===== config.mk =====
export PLATFORM = sky130hd
export DESIGN_NAME = icp_top
export DESIGN_NICKNAME = d
export VERILOG_FILES = /design/src/rtl/icp_pkg.sv /design/src/rtl/icp_top.sv /design/src/rtl/icp_fifo.sv
export VERILOG_INCLUDE_DIRS = /design/src /design/src/rtl
export SDC_FILE = /design/constraint.sdc
export NUM_CORES = 1
export LEC_CHECK = 0
export ABC_AREA = 1
export BUFFER_PORTS_ARGS = -buffer_cell sky130_fd_sc_hd__buf_2
export CORE_MARGIN = 5
export CORE_UTILIZATION = 51
export DETAILED_ROUTE_END_ITERATION = 8
export MAX_ROUTING_LAYER = met4
export PLACE_DENSITY = 0.79
export SLEW_MARGIN = 0
export SYNTH_ARGS = -nofsm -noshare
export SYNTH_HDL_FRONTEND = slang
export SYNTH_HIERARCHICAL = 1
export SYNTH_SLANG_ARGS = --single-unit

===== constraint.sdc =====
create_clock -name clk -period 2.6 [get_ports clk]
set_input_delay 0.13 -clock clk [delete_from_list [all_inputs] [get_ports clk]]
set_output_delay 0.13 -clock clk [all_outputs]
set_load 0.02 [all_outputs]

===== src/rtl/icp_defs.svh =====
`ifndef ICP_DEFS_SVH
`define ICP_DEFS_SVH

// ----------------------------------------
// register indices (byte address = 4 * index)
// ----------------------------------------
`define ICP_IDX_TLOW 10'h106
`define ICP_IDX_THOLD 10'h108
`define ICP_IDX_THIGH 10'h10A
`define ICP_IDX_PLOW 10'h10C
`define ICP_IDX_PHIGH 10'h10E
`define ICP_IDX_TCON_LOW 10'h110
`define ICP_IDX_TCON_HIGH 10'h112
`define ICP_IDX_IRQ_FLAG 10'h084
`define ICP_IDX_IRQ_EN 10'h094
`define ICP_IDX_CAP_BUF 10'h140
`define ICP_IDX_CAP_CTRL 10'h142

// ----------------------------------------
// timer control fields
// ----------------------------------------
`define ICP_ON_BIT 15
`define ICP_IDLE_STOP_BIT 13
`define ICP_GATE_EN_BIT 6
`define ICP_CASCADE_BIT 3
`define ICP_TCON_LOW_WMASK 16'hA07A
`define ICP_TCON_HIGH_WMASK 16'hA072

// ----------------------------------------
// capture control fields
// ----------------------------------------
`define ICP_CAP_TSEL_BIT 7
`define ICP_CAP_ICNT_HI 6
`define ICP_CAP_ICNT_LO 5
`define ICP_CAP_OVF_BIT 4
`define ICP_CAP_BNE_BIT 3
`define ICP_CAP_CTRL_WMASK 16'h20E7
`define ICP_MODE_OFF 3'h0
`define ICP_MODE_EDGE 3'h1
`define ICP_MODE_FALL 3'h2
`define ICP_MODE_RISE 3'h3
`define ICP_MODE_RISE4 3'h4
`define ICP_MODE_RISE16 3'h5
`define ICP_MODE_IRQ_ONLY 3'h7

// ----------------------------------------
// interrupt bits, reset values, sizes
// ----------------------------------------
`define ICP_IRQ_CAP_BIT 1
`define ICP_IRQ_THIGH_BIT 7
`define ICP_PERIOD_RST 16'hFFFF
`define ICP_FIFO_DEPTH 3'h4

`endif


===== src/rtl/icp_pkg.sv =====
package icp_pkg;

  typedef struct packed {
    logic [15:0] tlow;
    logic [15:0] thigh;
    logic [15:0] hold;
    logic [15:0] plow;
    logic [15:0] phigh;
    logic [15:0] tcon_low;
    logic [15:0] tcon_high;
    logic [15:0] cap_ctrl;
    logic thigh_irq_flag;
    logic thigh_irq_en;
    logic cap_irq_flag;
    logic cap_irq_en;
    logic cap_ovf;
    logic [3:0] pscl;
    logic [1:0] evt_cnt;
    logic pin_s1;
    logic pin_s2;
    logic pin_prev;
    logic gate_s1;
    logic gate_s2;
    logic gate_prev;
    logic wake;
    logic ack;
    logic [31:0] rdat;
  } icp_state_s;

  typedef struct packed {
    logic [3:0][15:0] ent;
    logic [2:0] cnt;
  } icp_fifo_s;

endpackage


===== src/rtl/icp_top.sv =====
// The implementer's own choice: register access over Wishbone.
`timescale 1ns/10ps
`include "icp_defs.svh"

module icp_top
  import icp_pkg::*;
(
  input wire logic clk, // 50 MHz system clock
  input wire logic nrst, // async reset, active low
  input wire logic wb_cyc, // bus cycle
  input wire logic wb_stb, // bus strobe
  input wire logic wb_we, // write enable
  input wire logic [11:0] wb_adr, // byte address
  input wire logic [3:0] wb_sel, // byte lanes
  input wire logic [31:0] wb_dat_w, // write data
  output logic [31:0] wb_dat_r, // read data
  output logic wb_ack, // access answered
  input wire logic cap_pin, // capture input pin
  input wire logic gate_pin, // timer gate pin
  input wire logic cpu_sleep, // cpu in sleep
  output logic timer_irq, // high-timer request
  output logic cap_irq, // capture request
  output logic wake // wake pulse from sleep
);

  localparam icp_state_s ST_RST = '{
    plow: `ICP_PERIOD_RST,
    phigh: `ICP_PERIOD_RST,
    default: '0
  };

  icp_state_s q;
  icp_state_s n;

  logic acc;
  logic wr;
  logic rd;
  logic [9:0] idx;
  logic [2:0] mode;
  logic casc;
  logic run_lo;
  logic run_hi;
  logic gate_fall;
  logic rise;
  logic fall;
  logic thigh_evt;
  logic cap_evt;
  logic cap_irq_evt;
  logic push;
  logic pop;
  logic full;
  logic empty;
  logic [15:0] tbase;
  logic [15:0] fifo_head;
  logic [2:0] fifo_cnt;

  function automatic logic [15:0] wmerge(
    input logic [15:0] old,
    input logic [15:0] nv,
    input logic [1:0] sel
  );
    logic [15:0] m;
    m = {{8{sel[1]}}, {8{sel[0]}}};
    wmerge = (old & ~m) | (nv & m);
  endfunction

  // ----------------------------------------
  // capture buffer
  // ----------------------------------------
  icp_fifo u_fifo (
    .clk(clk),
    .nrst(nrst),
    .push(push),
    .pop(pop),
    .din(tbase),
    .dout(fifo_head),
    .count(fifo_cnt)
  );

  assign full = (fifo_cnt == `ICP_FIFO_DEPTH);
  assign empty = (fifo_cnt == 3'h0);

  // ----------------------------------------
  // next state
  // ----------------------------------------
  always_comb begin
    n = q;
    thigh_evt = 1'b0;
    cap_evt = 1'b0;
    cap_irq_evt = 1'b0;
    push = 1'b0;
    pop = 1'b0;

    // pins pass two flops before any logic looks at them
    n.pin_s1 = cap_pin;
    n.pin_s2 = q.pin_s1;
    n.pin_prev = q.pin_s2;
    n.gate_s1 = gate_pin;
    n.gate_s2 = q.gate_s1;
    n.gate_prev = q.gate_s2;

    mode = q.cap_ctrl[2:0];
    casc = q.tcon_low[`ICP_CASCADE_BIT];
    rise = q.pin_s2 & ~q.pin_prev;
    fall = ~q.pin_s2 & q.pin_prev;
    run_lo = q.tcon_low[`ICP_ON_BIT] & ~cpu_sleep;
    run_lo = run_lo & (~q.tcon_low[`ICP_GATE_EN_BIT] | q.gate_s2);
    run_hi = q.tcon_high[`ICP_ON_BIT] & ~cpu_sleep;
    gate_fall = q.tcon_low[`ICP_ON_BIT] & q.tcon_low[`ICP_GATE_EN_BIT];
    gate_fall = gate_fall & q.gate_prev & ~q.gate_s2;

    // ----------------------------------------
    // timer pair
    // ----------------------------------------
    if (casc) begin
      if (run_lo) begin
        if ({q.thigh, q.tlow} == {q.phigh, q.plow}) begin
          {n.thigh, n.tlow} = 32'h0000_0000;
          thigh_evt = 1'b1;
        end else begin
          {n.thigh, n.tlow} = {q.thigh, q.tlow} + 32'h0000_0001;
        end
      end
      if (gate_fall) begin
        thigh_evt = 1'b1;
      end
    end else begin
      if (run_lo) begin
        if (q.tlow == q.plow) begin
          n.tlow = 16'h0000;
        end else begin
          n.tlow = q.tlow + 16'h0001;
        end
      end
      if (run_hi) begin
        if (q.thigh == q.phigh) begin
          n.thigh = 16'h0000;
          thigh_evt = 1'b1;
        end else begin
          n.thigh = q.thigh + 16'h0001;
        end
      end
    end

    // ----------------------------------------
    // capture edges and prescaler
    // ----------------------------------------
    // select bit set picks the low timer; reset value picks the high one
    tbase = q.cap_ctrl[`ICP_CAP_TSEL_BIT] ? q.tlow : q.thigh;
    if (mode == `ICP_MODE_OFF) begin
      n.pscl = 4'h0;
      n.evt_cnt = 2'h0;
    end else if (rise && (mode == `ICP_MODE_RISE4 || mode == `ICP_MODE_RISE16)) begin
      n.pscl = q.pscl + 4'h1;
    end
    case (mode)
      `ICP_MODE_EDGE: cap_evt = rise | fall;
      `ICP_MODE_FALL: cap_evt = fall;
      `ICP_MODE_RISE: cap_evt = rise;
      `ICP_MODE_RISE4: cap_evt = rise & (q.pscl[1:0] == 2'h3);
      `ICP_MODE_RISE16: cap_evt = rise & (q.pscl == 4'hF);
      default: cap_evt = 1'b0;
    endcase
    // only the interrupt-only mode keeps working in sleep
    cap_evt = cap_evt & ~cpu_sleep;
    push = cap_evt & ~full & ~q.cap_ovf;

    if (mode == `ICP_MODE_EDGE) begin
      cap_irq_evt = cap_evt;
    end else if (mode == `ICP_MODE_IRQ_ONLY) begin
      cap_irq_evt = rise;
      n.wake = cpu_sleep & rise & q.cap_irq_en;
    end else if (push) begin
      if (q.evt_cnt == q.cap_ctrl[`ICP_CAP_ICNT_HI:`ICP_CAP_ICNT_LO]) begin
        cap_irq_evt = 1'b1;
        n.evt_cnt = 2'h0;
      end else begin
        n.evt_cnt = q.evt_cnt + 2'h1;
      end
    end
    if (mode != `ICP_MODE_IRQ_ONLY) begin
      n.wake = 1'b0;
    end

    // ----------------------------------------
    // bus slave
    // ----------------------------------------
    acc = wb_cyc & wb_stb & ~q.ack;
    wr = acc & wb_we;
    rd = acc & ~wb_we;
    idx = wb_adr[11:2];
    n.ack = acc;
    n.rdat = 32'h0000_0000;

    if (rd) begin
      case (idx)
        `ICP_IDX_TLOW: begin
          n.rdat[15:0] = q.tlow;
          if (casc) begin
            n.hold = q.thigh;
          end
        end
        `ICP_IDX_THOLD: n.rdat[15:0] = q.hold;
        `ICP_IDX_THIGH: n.rdat[15:0] = q.thigh;
        `ICP_IDX_PLOW: n.rdat[15:0] = q.plow;
        `ICP_IDX_PHIGH: n.rdat[15:0] = q.phigh;
        `ICP_IDX_TCON_LOW: n.rdat[15:0] = q.tcon_low;
        `ICP_IDX_TCON_HIGH: n.rdat[15:0] = q.tcon_high;
        `ICP_IDX_IRQ_FLAG: begin
          n.rdat[`ICP_IRQ_THIGH_BIT] = q.thigh_irq_flag;
          n.rdat[`ICP_IRQ_CAP_BIT] = q.cap_irq_flag;
        end
        `ICP_IDX_IRQ_EN: begin
          n.rdat[`ICP_IRQ_THIGH_BIT] = q.thigh_irq_en;
          n.rdat[`ICP_IRQ_CAP_BIT] = q.cap_irq_en;
        end
        `ICP_IDX_CAP_BUF: begin
          // an empty read returns zero and pops nothing
          n.rdat[15:0] = fifo_head;
          pop = ~empty;
        end
        `ICP_IDX_CAP_CTRL: begin
          n.rdat[15:0] = q.cap_ctrl;
          n.rdat[`ICP_CAP_OVF_BIT] = q.cap_ovf;
          n.rdat[`ICP_CAP_BNE_BIT] = ~empty;
        end
        default: n.rdat = 32'h0000_0000;
      endcase
    end

    if (wr) begin
      case (idx)
        `ICP_IDX_TLOW: begin
          n.tlow = wmerge(q.tlow, wb_dat_w[15:0], wb_sel[1:0]);
          if (casc) begin
            n.thigh = q.hold;
          end
        end
        `ICP_IDX_THOLD: n.hold = wmerge(q.hold, wb_dat_w[15:0], wb_sel[1:0]);
        `ICP_IDX_THIGH: n.thigh = wmerge(q.thigh, wb_dat_w[15:0], wb_sel[1:0]);
        `ICP_IDX_PLOW: n.plow = wmerge(q.plow, wb_dat_w[15:0], wb_sel[1:0]);
        `ICP_IDX_PHIGH: n.phigh = wmerge(q.phigh, wb_dat_w[15:0], wb_sel[1:0]);
        `ICP_IDX_TCON_LOW: begin
          n.tcon_low = wmerge(q.tcon_low, wb_dat_w[15:0], wb_sel[1:0]);
          n.tcon_low = n.tcon_low & `ICP_TCON_LOW_WMASK;
        end
        `ICP_IDX_TCON_HIGH: begin
          n.tcon_high = wmerge(q.tcon_high, wb_dat_w[15:0], wb_sel[1:0]);
          n.tcon_high = n.tcon_high & `ICP_TCON_HIGH_WMASK;
        end
        `ICP_IDX_IRQ_FLAG: begin
          if (wb_sel[0]) begin
            n.thigh_irq_flag = wb_dat_w[`ICP_IRQ_THIGH_BIT];
            n.cap_irq_flag = wb_dat_w[`ICP_IRQ_CAP_BIT];
          end
        end
        `ICP_IDX_IRQ_EN: begin
          if (wb_sel[0]) begin
            n.thigh_irq_en = wb_dat_w[`ICP_IRQ_THIGH_BIT];
            n.cap_irq_en = wb_dat_w[`ICP_IRQ_CAP_BIT];
          end
        end
        `ICP_IDX_CAP_CTRL: begin
          n.cap_ctrl = wmerge(q.cap_ctrl, wb_dat_w[15:0], wb_sel[1:0]);
          n.cap_ctrl = n.cap_ctrl & `ICP_CAP_CTRL_WMASK;
        end
        default: n.cap_ctrl = n.cap_ctrl;
      endcase
    end

    // ----------------------------------------
    // sticky flags, set wins over clear
    // ----------------------------------------
    // overflow releases once the buffer has been drained or the mode is off
    if ((pop && fifo_cnt == 3'h1) || mode == `ICP_MODE_OFF) begin
      n.cap_ovf = 1'b0;
    end
    if (cap_evt && full && mode != `ICP_MODE_EDGE) begin
      n.cap_ovf = 1'b1;
    end
    if (thigh_evt) begin
      n.thigh_irq_flag = 1'b1;
    end
    if (cap_irq_evt) begin
      n.cap_irq_flag = 1'b1;
    end
  end

  always_ff @(posedge clk or negedge nrst) begin
    if (!nrst) begin
      q <= ST_RST;
    end else begin
      q <= n;
    end
  end

  // ----------------------------------------
  // outputs
  // ----------------------------------------
  assign wb_dat_r = q.rdat;
  assign wb_ack = q.ack;
  assign timer_irq = q.thigh_irq_flag & q.thigh_irq_en;
  assign cap_irq = q.cap_irq_flag & q.cap_irq_en;
  assign wake = q.wake;

endmodule


===== src/rtl/icp_fifo.sv =====
`timescale 1ns/10ps
`include "icp_defs.svh"

module icp_fifo
  import icp_pkg::*;
(
  input wire logic clk, // system clock
  input wire logic nrst, // async reset, active low
  input wire logic push, // store din
  input wire logic pop, // drop oldest entry
  input wire logic [15:0] din, // captured time
  output logic [15:0] dout, // oldest entry
  output logic [2:0] count // entries held
);

  icp_fifo_s q;
  icp_fifo_s n;

  // ----------------------------------------
  // shift-forward storage
  // ----------------------------------------
  always_comb begin
    n = q;
    if (pop && q.cnt != 3'h0) begin
      n.ent = {16'h0000, q.ent[3:1]};
      n.cnt = q.cnt - 3'h1;
    end
    // a push into a full buffer is dropped here; the caller flags it except in the both-edges mode
    if (push && n.cnt != `ICP_FIFO_DEPTH) begin
      n.ent[n.cnt[1:0]] = din;
      n.cnt = n.cnt + 3'h1;
    end
  end

  always_ff @(posedge clk or negedge nrst) begin
    if (!nrst) begin
      q <= '0;
    end else begin
      q <= n;
    end
  end

  assign dout = q.ent[0];
  assign count = q.cnt;

endmodule


# Word level (Yosys, flattened, before mapping)

Cells that the tools add are included.

Add/sub/neg operators: 7
Magnitude comparators: 2
Equal/unequal tests: 29
Multiplexer cells: 67
Bitwise operators: 51
Reductions and logical operators: 30

Operators with widths:

| kind                                                  | number |
|---|---|
| two-way mux 16 bit                                    | 17 |
| two-way mux 67 bit                                    | 2 |
| two-way mux 132 bit                                   | 1 |
| bitwise AND 16 bit                                    | 8 |
| OR 16 bit                                             | 7 |
| two-way mux 32 bit                                    | 3 |
| equality test 10 x 9 -> 1 bit (second input constant) | 9 |
| case mux 8 bit (9 select lines)                       | 1 |
| bitwise mux 64 bit                                    | 1 |
| case mux 5 bit (9 select lines)                       | 1 |
| adder 16 x 1 -> 16 bit (second input constant)        | 2 |
| adder 32 x 1 -> 32 bit (second input constant)        | 1 |
| demux 16 bit (select 2 bit)                           | 1 |
| equality test 16 bit                                  | 2 |
| equality test 32 bit                                  | 1 |
| case mux 16 bit (2 select lines)                      | 1 |
| two-way mux 1 bit                                     | 27 |
| bitwise AND 1 bit                                     | 21 |
| equality test 10 x 8 -> 1 bit (second input constant) | 2 |
| nonzero test 2 bit                                    | 9 |
| NOT 16 bit                                            | 1 |
| bitwise AND 14 bit                                    | 1 |
| two-way mux 14 bit                                    | 1 |
| OR 14 bit                                             | 1 |
| other kinds (29)                                      | 65 |

Register bits: 218
Input port bits: 56
Output and inout port bits: 36
Word-level logic and storage cells: 215

# Longest topological paths before layout

Word-level depth: 12
Gate-level depth with buffers: 15
Gate-level depth less buffers: 14

# Modules after synthesis

The synthesis kept the hierarchy.

Modules (own cells, without submodules):

| module   | instances | cells each | area an instance (um^2) | sequential area each (um^2) |
|---|---|---|---|---|
| icp_top  | 1         | 1470       | 9723.1                  | 3418.3 |
| icp_fifo | 1         | 699        | 4349.2                  | 1676.6 |

# Least setup slack after synthesis

Ideal clock, no wire load.

Path type: reg2reg
Start point: register q, in the netlist wb_ack
End point: register u_fifo/q[35] (netlist name)
Library setup time: 0.116 ns
Arrival: 2.211 ns
Required time: 2.484 ns
Setup slack: 0.273 ns
Stages on the path, launching flop included: 13
Path buffers: 2
Period minus slack after synthesis: 2.327 ns
Cell sequence: dfrtp_1 nor2_2 nand2_1 nor3_1 nand2_2 nand2_1 nand2_2 nand3_1 nand2_1 buf_4 buf_2 nand2_1 nand2_1

RTL lines:

| what                   | RTL line       | RTL |
|---|---|---|
| start, declared        | icp_top.sv:32  | `icp_state_s q;` |
| start signal, assigned | icp_top.sv:293 | `q <= n;` |
| end signal, assigned   | icp_fifo.sv:39 | `q <= n;` |
| end, declared          | icp_fifo.sv:16 | `icp_fifo_s q;` |

==> out/qor.yml <==
timing.final.crit_share_pct: 92.58
slowest_stage: "dfrtp_1"
setup_ws_ns: 0.1930
synthCells: 2169
yosysTopAreaCell: "dfrtp_1"
vias: 14775
synthXorXnorAreaFrac_pct: 1.245
synth_most_common_cell: "nand2_1"
core_um2: 27030
dp_cells: 2514
dpl_worst_slack_ns: 0.2239
status: "finished, final reports clean"
cts.sinks: 202
rrSetupSlack_ns: 0.19
wl_per_cell_um: 18.59
viasPerCell: 5.731
drtIter0Drc: 1754
leakagePower_nw: 8.592
fp.dieH_um: 176.1
wl_um: 47930
ys_ff_latch: 202
fp-row-count: 60
cts_tree: "built"
synth_edf_count: 0
rsz0062_at_grt: "false"
diodes: 0
critPathMaxStageDelay_ns: 0.41
fin_total_pwr_mw: 7.517
ant_nets: 0
path_buf_inv: 3
fmax_mhz: 415.5
synth_mux_area_share_pct: 0
fill_cells: 2538
hpwlAfterDp_um: 35450
peakVddDrop_v: 0.0004698
synth_ff_type: "dfrtp_1"
relSlewSlack_pct: 46.58
cts.path.max_buffers: 3
timing.setup.tns_ns: 0
tightestPinTransition_ns: 0.7929
clkLatencyLatePin_ns: 0.54
synth_adder_area_share_pct: 0.6224
crit_family: "simple AND/OR/NAND/NOR gates"
grt_pass1_wl_um: 75280
grt_pass1_vias: 13928
io_buffers: 55
die_x_um: 176.1
seq_area_frac_synth_pct: 36.21
cts_buffers: 25
path_clk_slew_ns: 0.06
synth_top_family_by_area: "simple AND/OR/NAND/NOR gates"
synth_top_area_share_pct: 30.23
skew_ns: 0.009959
ys_types: 50
cp_data_arrival_time_ns: 2.84
hold_viol: 0
synthSimpleGateAreaFrac_pct: 35.96
syn2layout_area_growth_pct: 11.90
grt-ovfl-total: 0
synth-compound-area-share_pct: 13.27
period_needed_ns: 2.407
worstSetupEndpointType: "flop"
synth_async_sr_flop_share_pct: 100.0
final_max_slew_viol_count: 0
maxCapViolations: 0
antenna_found_initial: 0
drive_gt1_share_pct: 12.47
synthTopCellsByArea: "dfrtp_1 (30%), nand2_1 (22%), inv_1 (6.1%)"
worstPathCellList: "or2_2, nor2_1, nor3_1, buf_4, nand2_2, nand2_1, nand2_2, nand3_1, nand2_2, inv_2, buf_12, nand2_1, nand2_1"
worstPathRequired_ns: 3.03
cts_setup_buffers: 0
power_density_nw_per_um2: 477.4
grt_start_max_net_pins: 75
start_kind: "flop"
track_usage_pct: 31.10
drt-pass1-iter-count: 6
final_cells: 2578
layout.nets: 2281
htreeDepth: 1
dieArea_um2: 31010
cp_max_fo: 24
final-setup-viol-count: 0
drc_errors: 0
synth_area_per_cell_um2: 6.488
worst-setup-path-type: "flop to flop"
cts_root_buf: "clkbuf_16"
yosysWarnings: 6
start_util_pct: 52.07
hp-class: "input pin to flop"
ys_top_cells_by_count: "nand2_1 (822), inv_1 (227), dfrtp_1 (170)"
ios: 92
syn_area_um2: 14070
finalWeightedCongestion: 1.043
==> metal layers <==
| metal | GRT usage (%) | up-vias | part of all wire [%] |
|---|---|---|---|
| li1 | - | 6985 | - |
| met1 | 39.99 | 6873 | 40 |
| met2 | 49.74 | 783 | 46 |
| met3 | 5.803 | 134 | 10 |
| met4 | 10.56 | 0 | 3.9 |
| met5 | - | - | 0 |
==> tightest hold or removal path, delay by kind of cell <==
family          cells  cell delay (ns)
buf+inv             1             0.11
simple gates        2             0.26
compound gates      1             0.10
==> logic make-up (layout without fill, tap and decap cells) <==
logic type | count (synthesis) | in the layout
XOR/XNOR | 20 | 20
adder cells (fa/ha/maj) | 7 | 7
flip-flops | 202 | 202
AND/OR/NAND/NOR | 1217 | 1217
other | 1 | 16
buffers and inverters | 396 | 449
AO/OA/AOI/OAI | 326 | 326
==> metrics by stage <==
step,cell area [µm²],util (%),hold WS (ns)
2_1_floorplan,14130,-,-0.1656
3_3_place_gp,14620,54.10,0.2102
3_5_place_dp,14620,54.10,0.2158
4_1_cts,15730,58.22,0.08045
5_1_grt,15750,58.26,0.1395
6_report,15750,58.26,0.1091
==> cell usage in the layout, fill, tap and decap left out, drive strengths merged, types with 10 or more instances in the layout <==
master and n:
a21oi 32, o22ai 76, nand2 830, dlygate4sd3 18, clkbuf 39, dfstp 32, conb 16, nor3 26
nor2 162, inv 260, xor2 18, nand4 23, dfrtp 170, o21ai 175, nand3 167, o221ai 10
buf 123
==> final cells by class <==
cell class                      instances  area, µm²  area share [%]
Inverter                              261      979.7           6.222
Clock buffer                           38      784.5           4.982
Multi-Input combinational cell       1586       7268           46.16
Sequential cell                       202       5095           32.36
Clock inverter                          8      147.6          0.9376
Tap cell                              341      426.7           2.710
Timing Repair Buffer                  142       1045           6.635
==> power breakdown <==
group | switching, mW | internal, mW | leakage (nW)
sequential | 0.0211 | 3.17 | 2.27
combinational | 0.302 | 0.107 | 5.86
clock | 1.45 | 2.47 | 0.463
==> repair_timing <==
action | 4_1_cts | 5_1_grt
endpoints found under the hold margin | 85 | 0
hold buffers | 18 | 0
setup endpoints to repair | 0 | 60
gates resized for setup | 0 | 2
==> worst paths after layout <==
path                            startpoint                    endpoint  cells past startpoint
min in group asynchronous             nrst  asynchronous set/reset pin                      2
min reg2reg                          n[38]                       n[37]                      0
max in group asynchronous             nrst  asynchronous set/reset pin                      3
max                        u_fifo/count[2]                u_fifo/q[29]                     13
max reg2reg                u_fifo/count[2]                u_fifo/q[29]                     13
min                              wb_adr[8]                       q[49]                      4
Note: power is estimated with default switching activity, not from simulation.
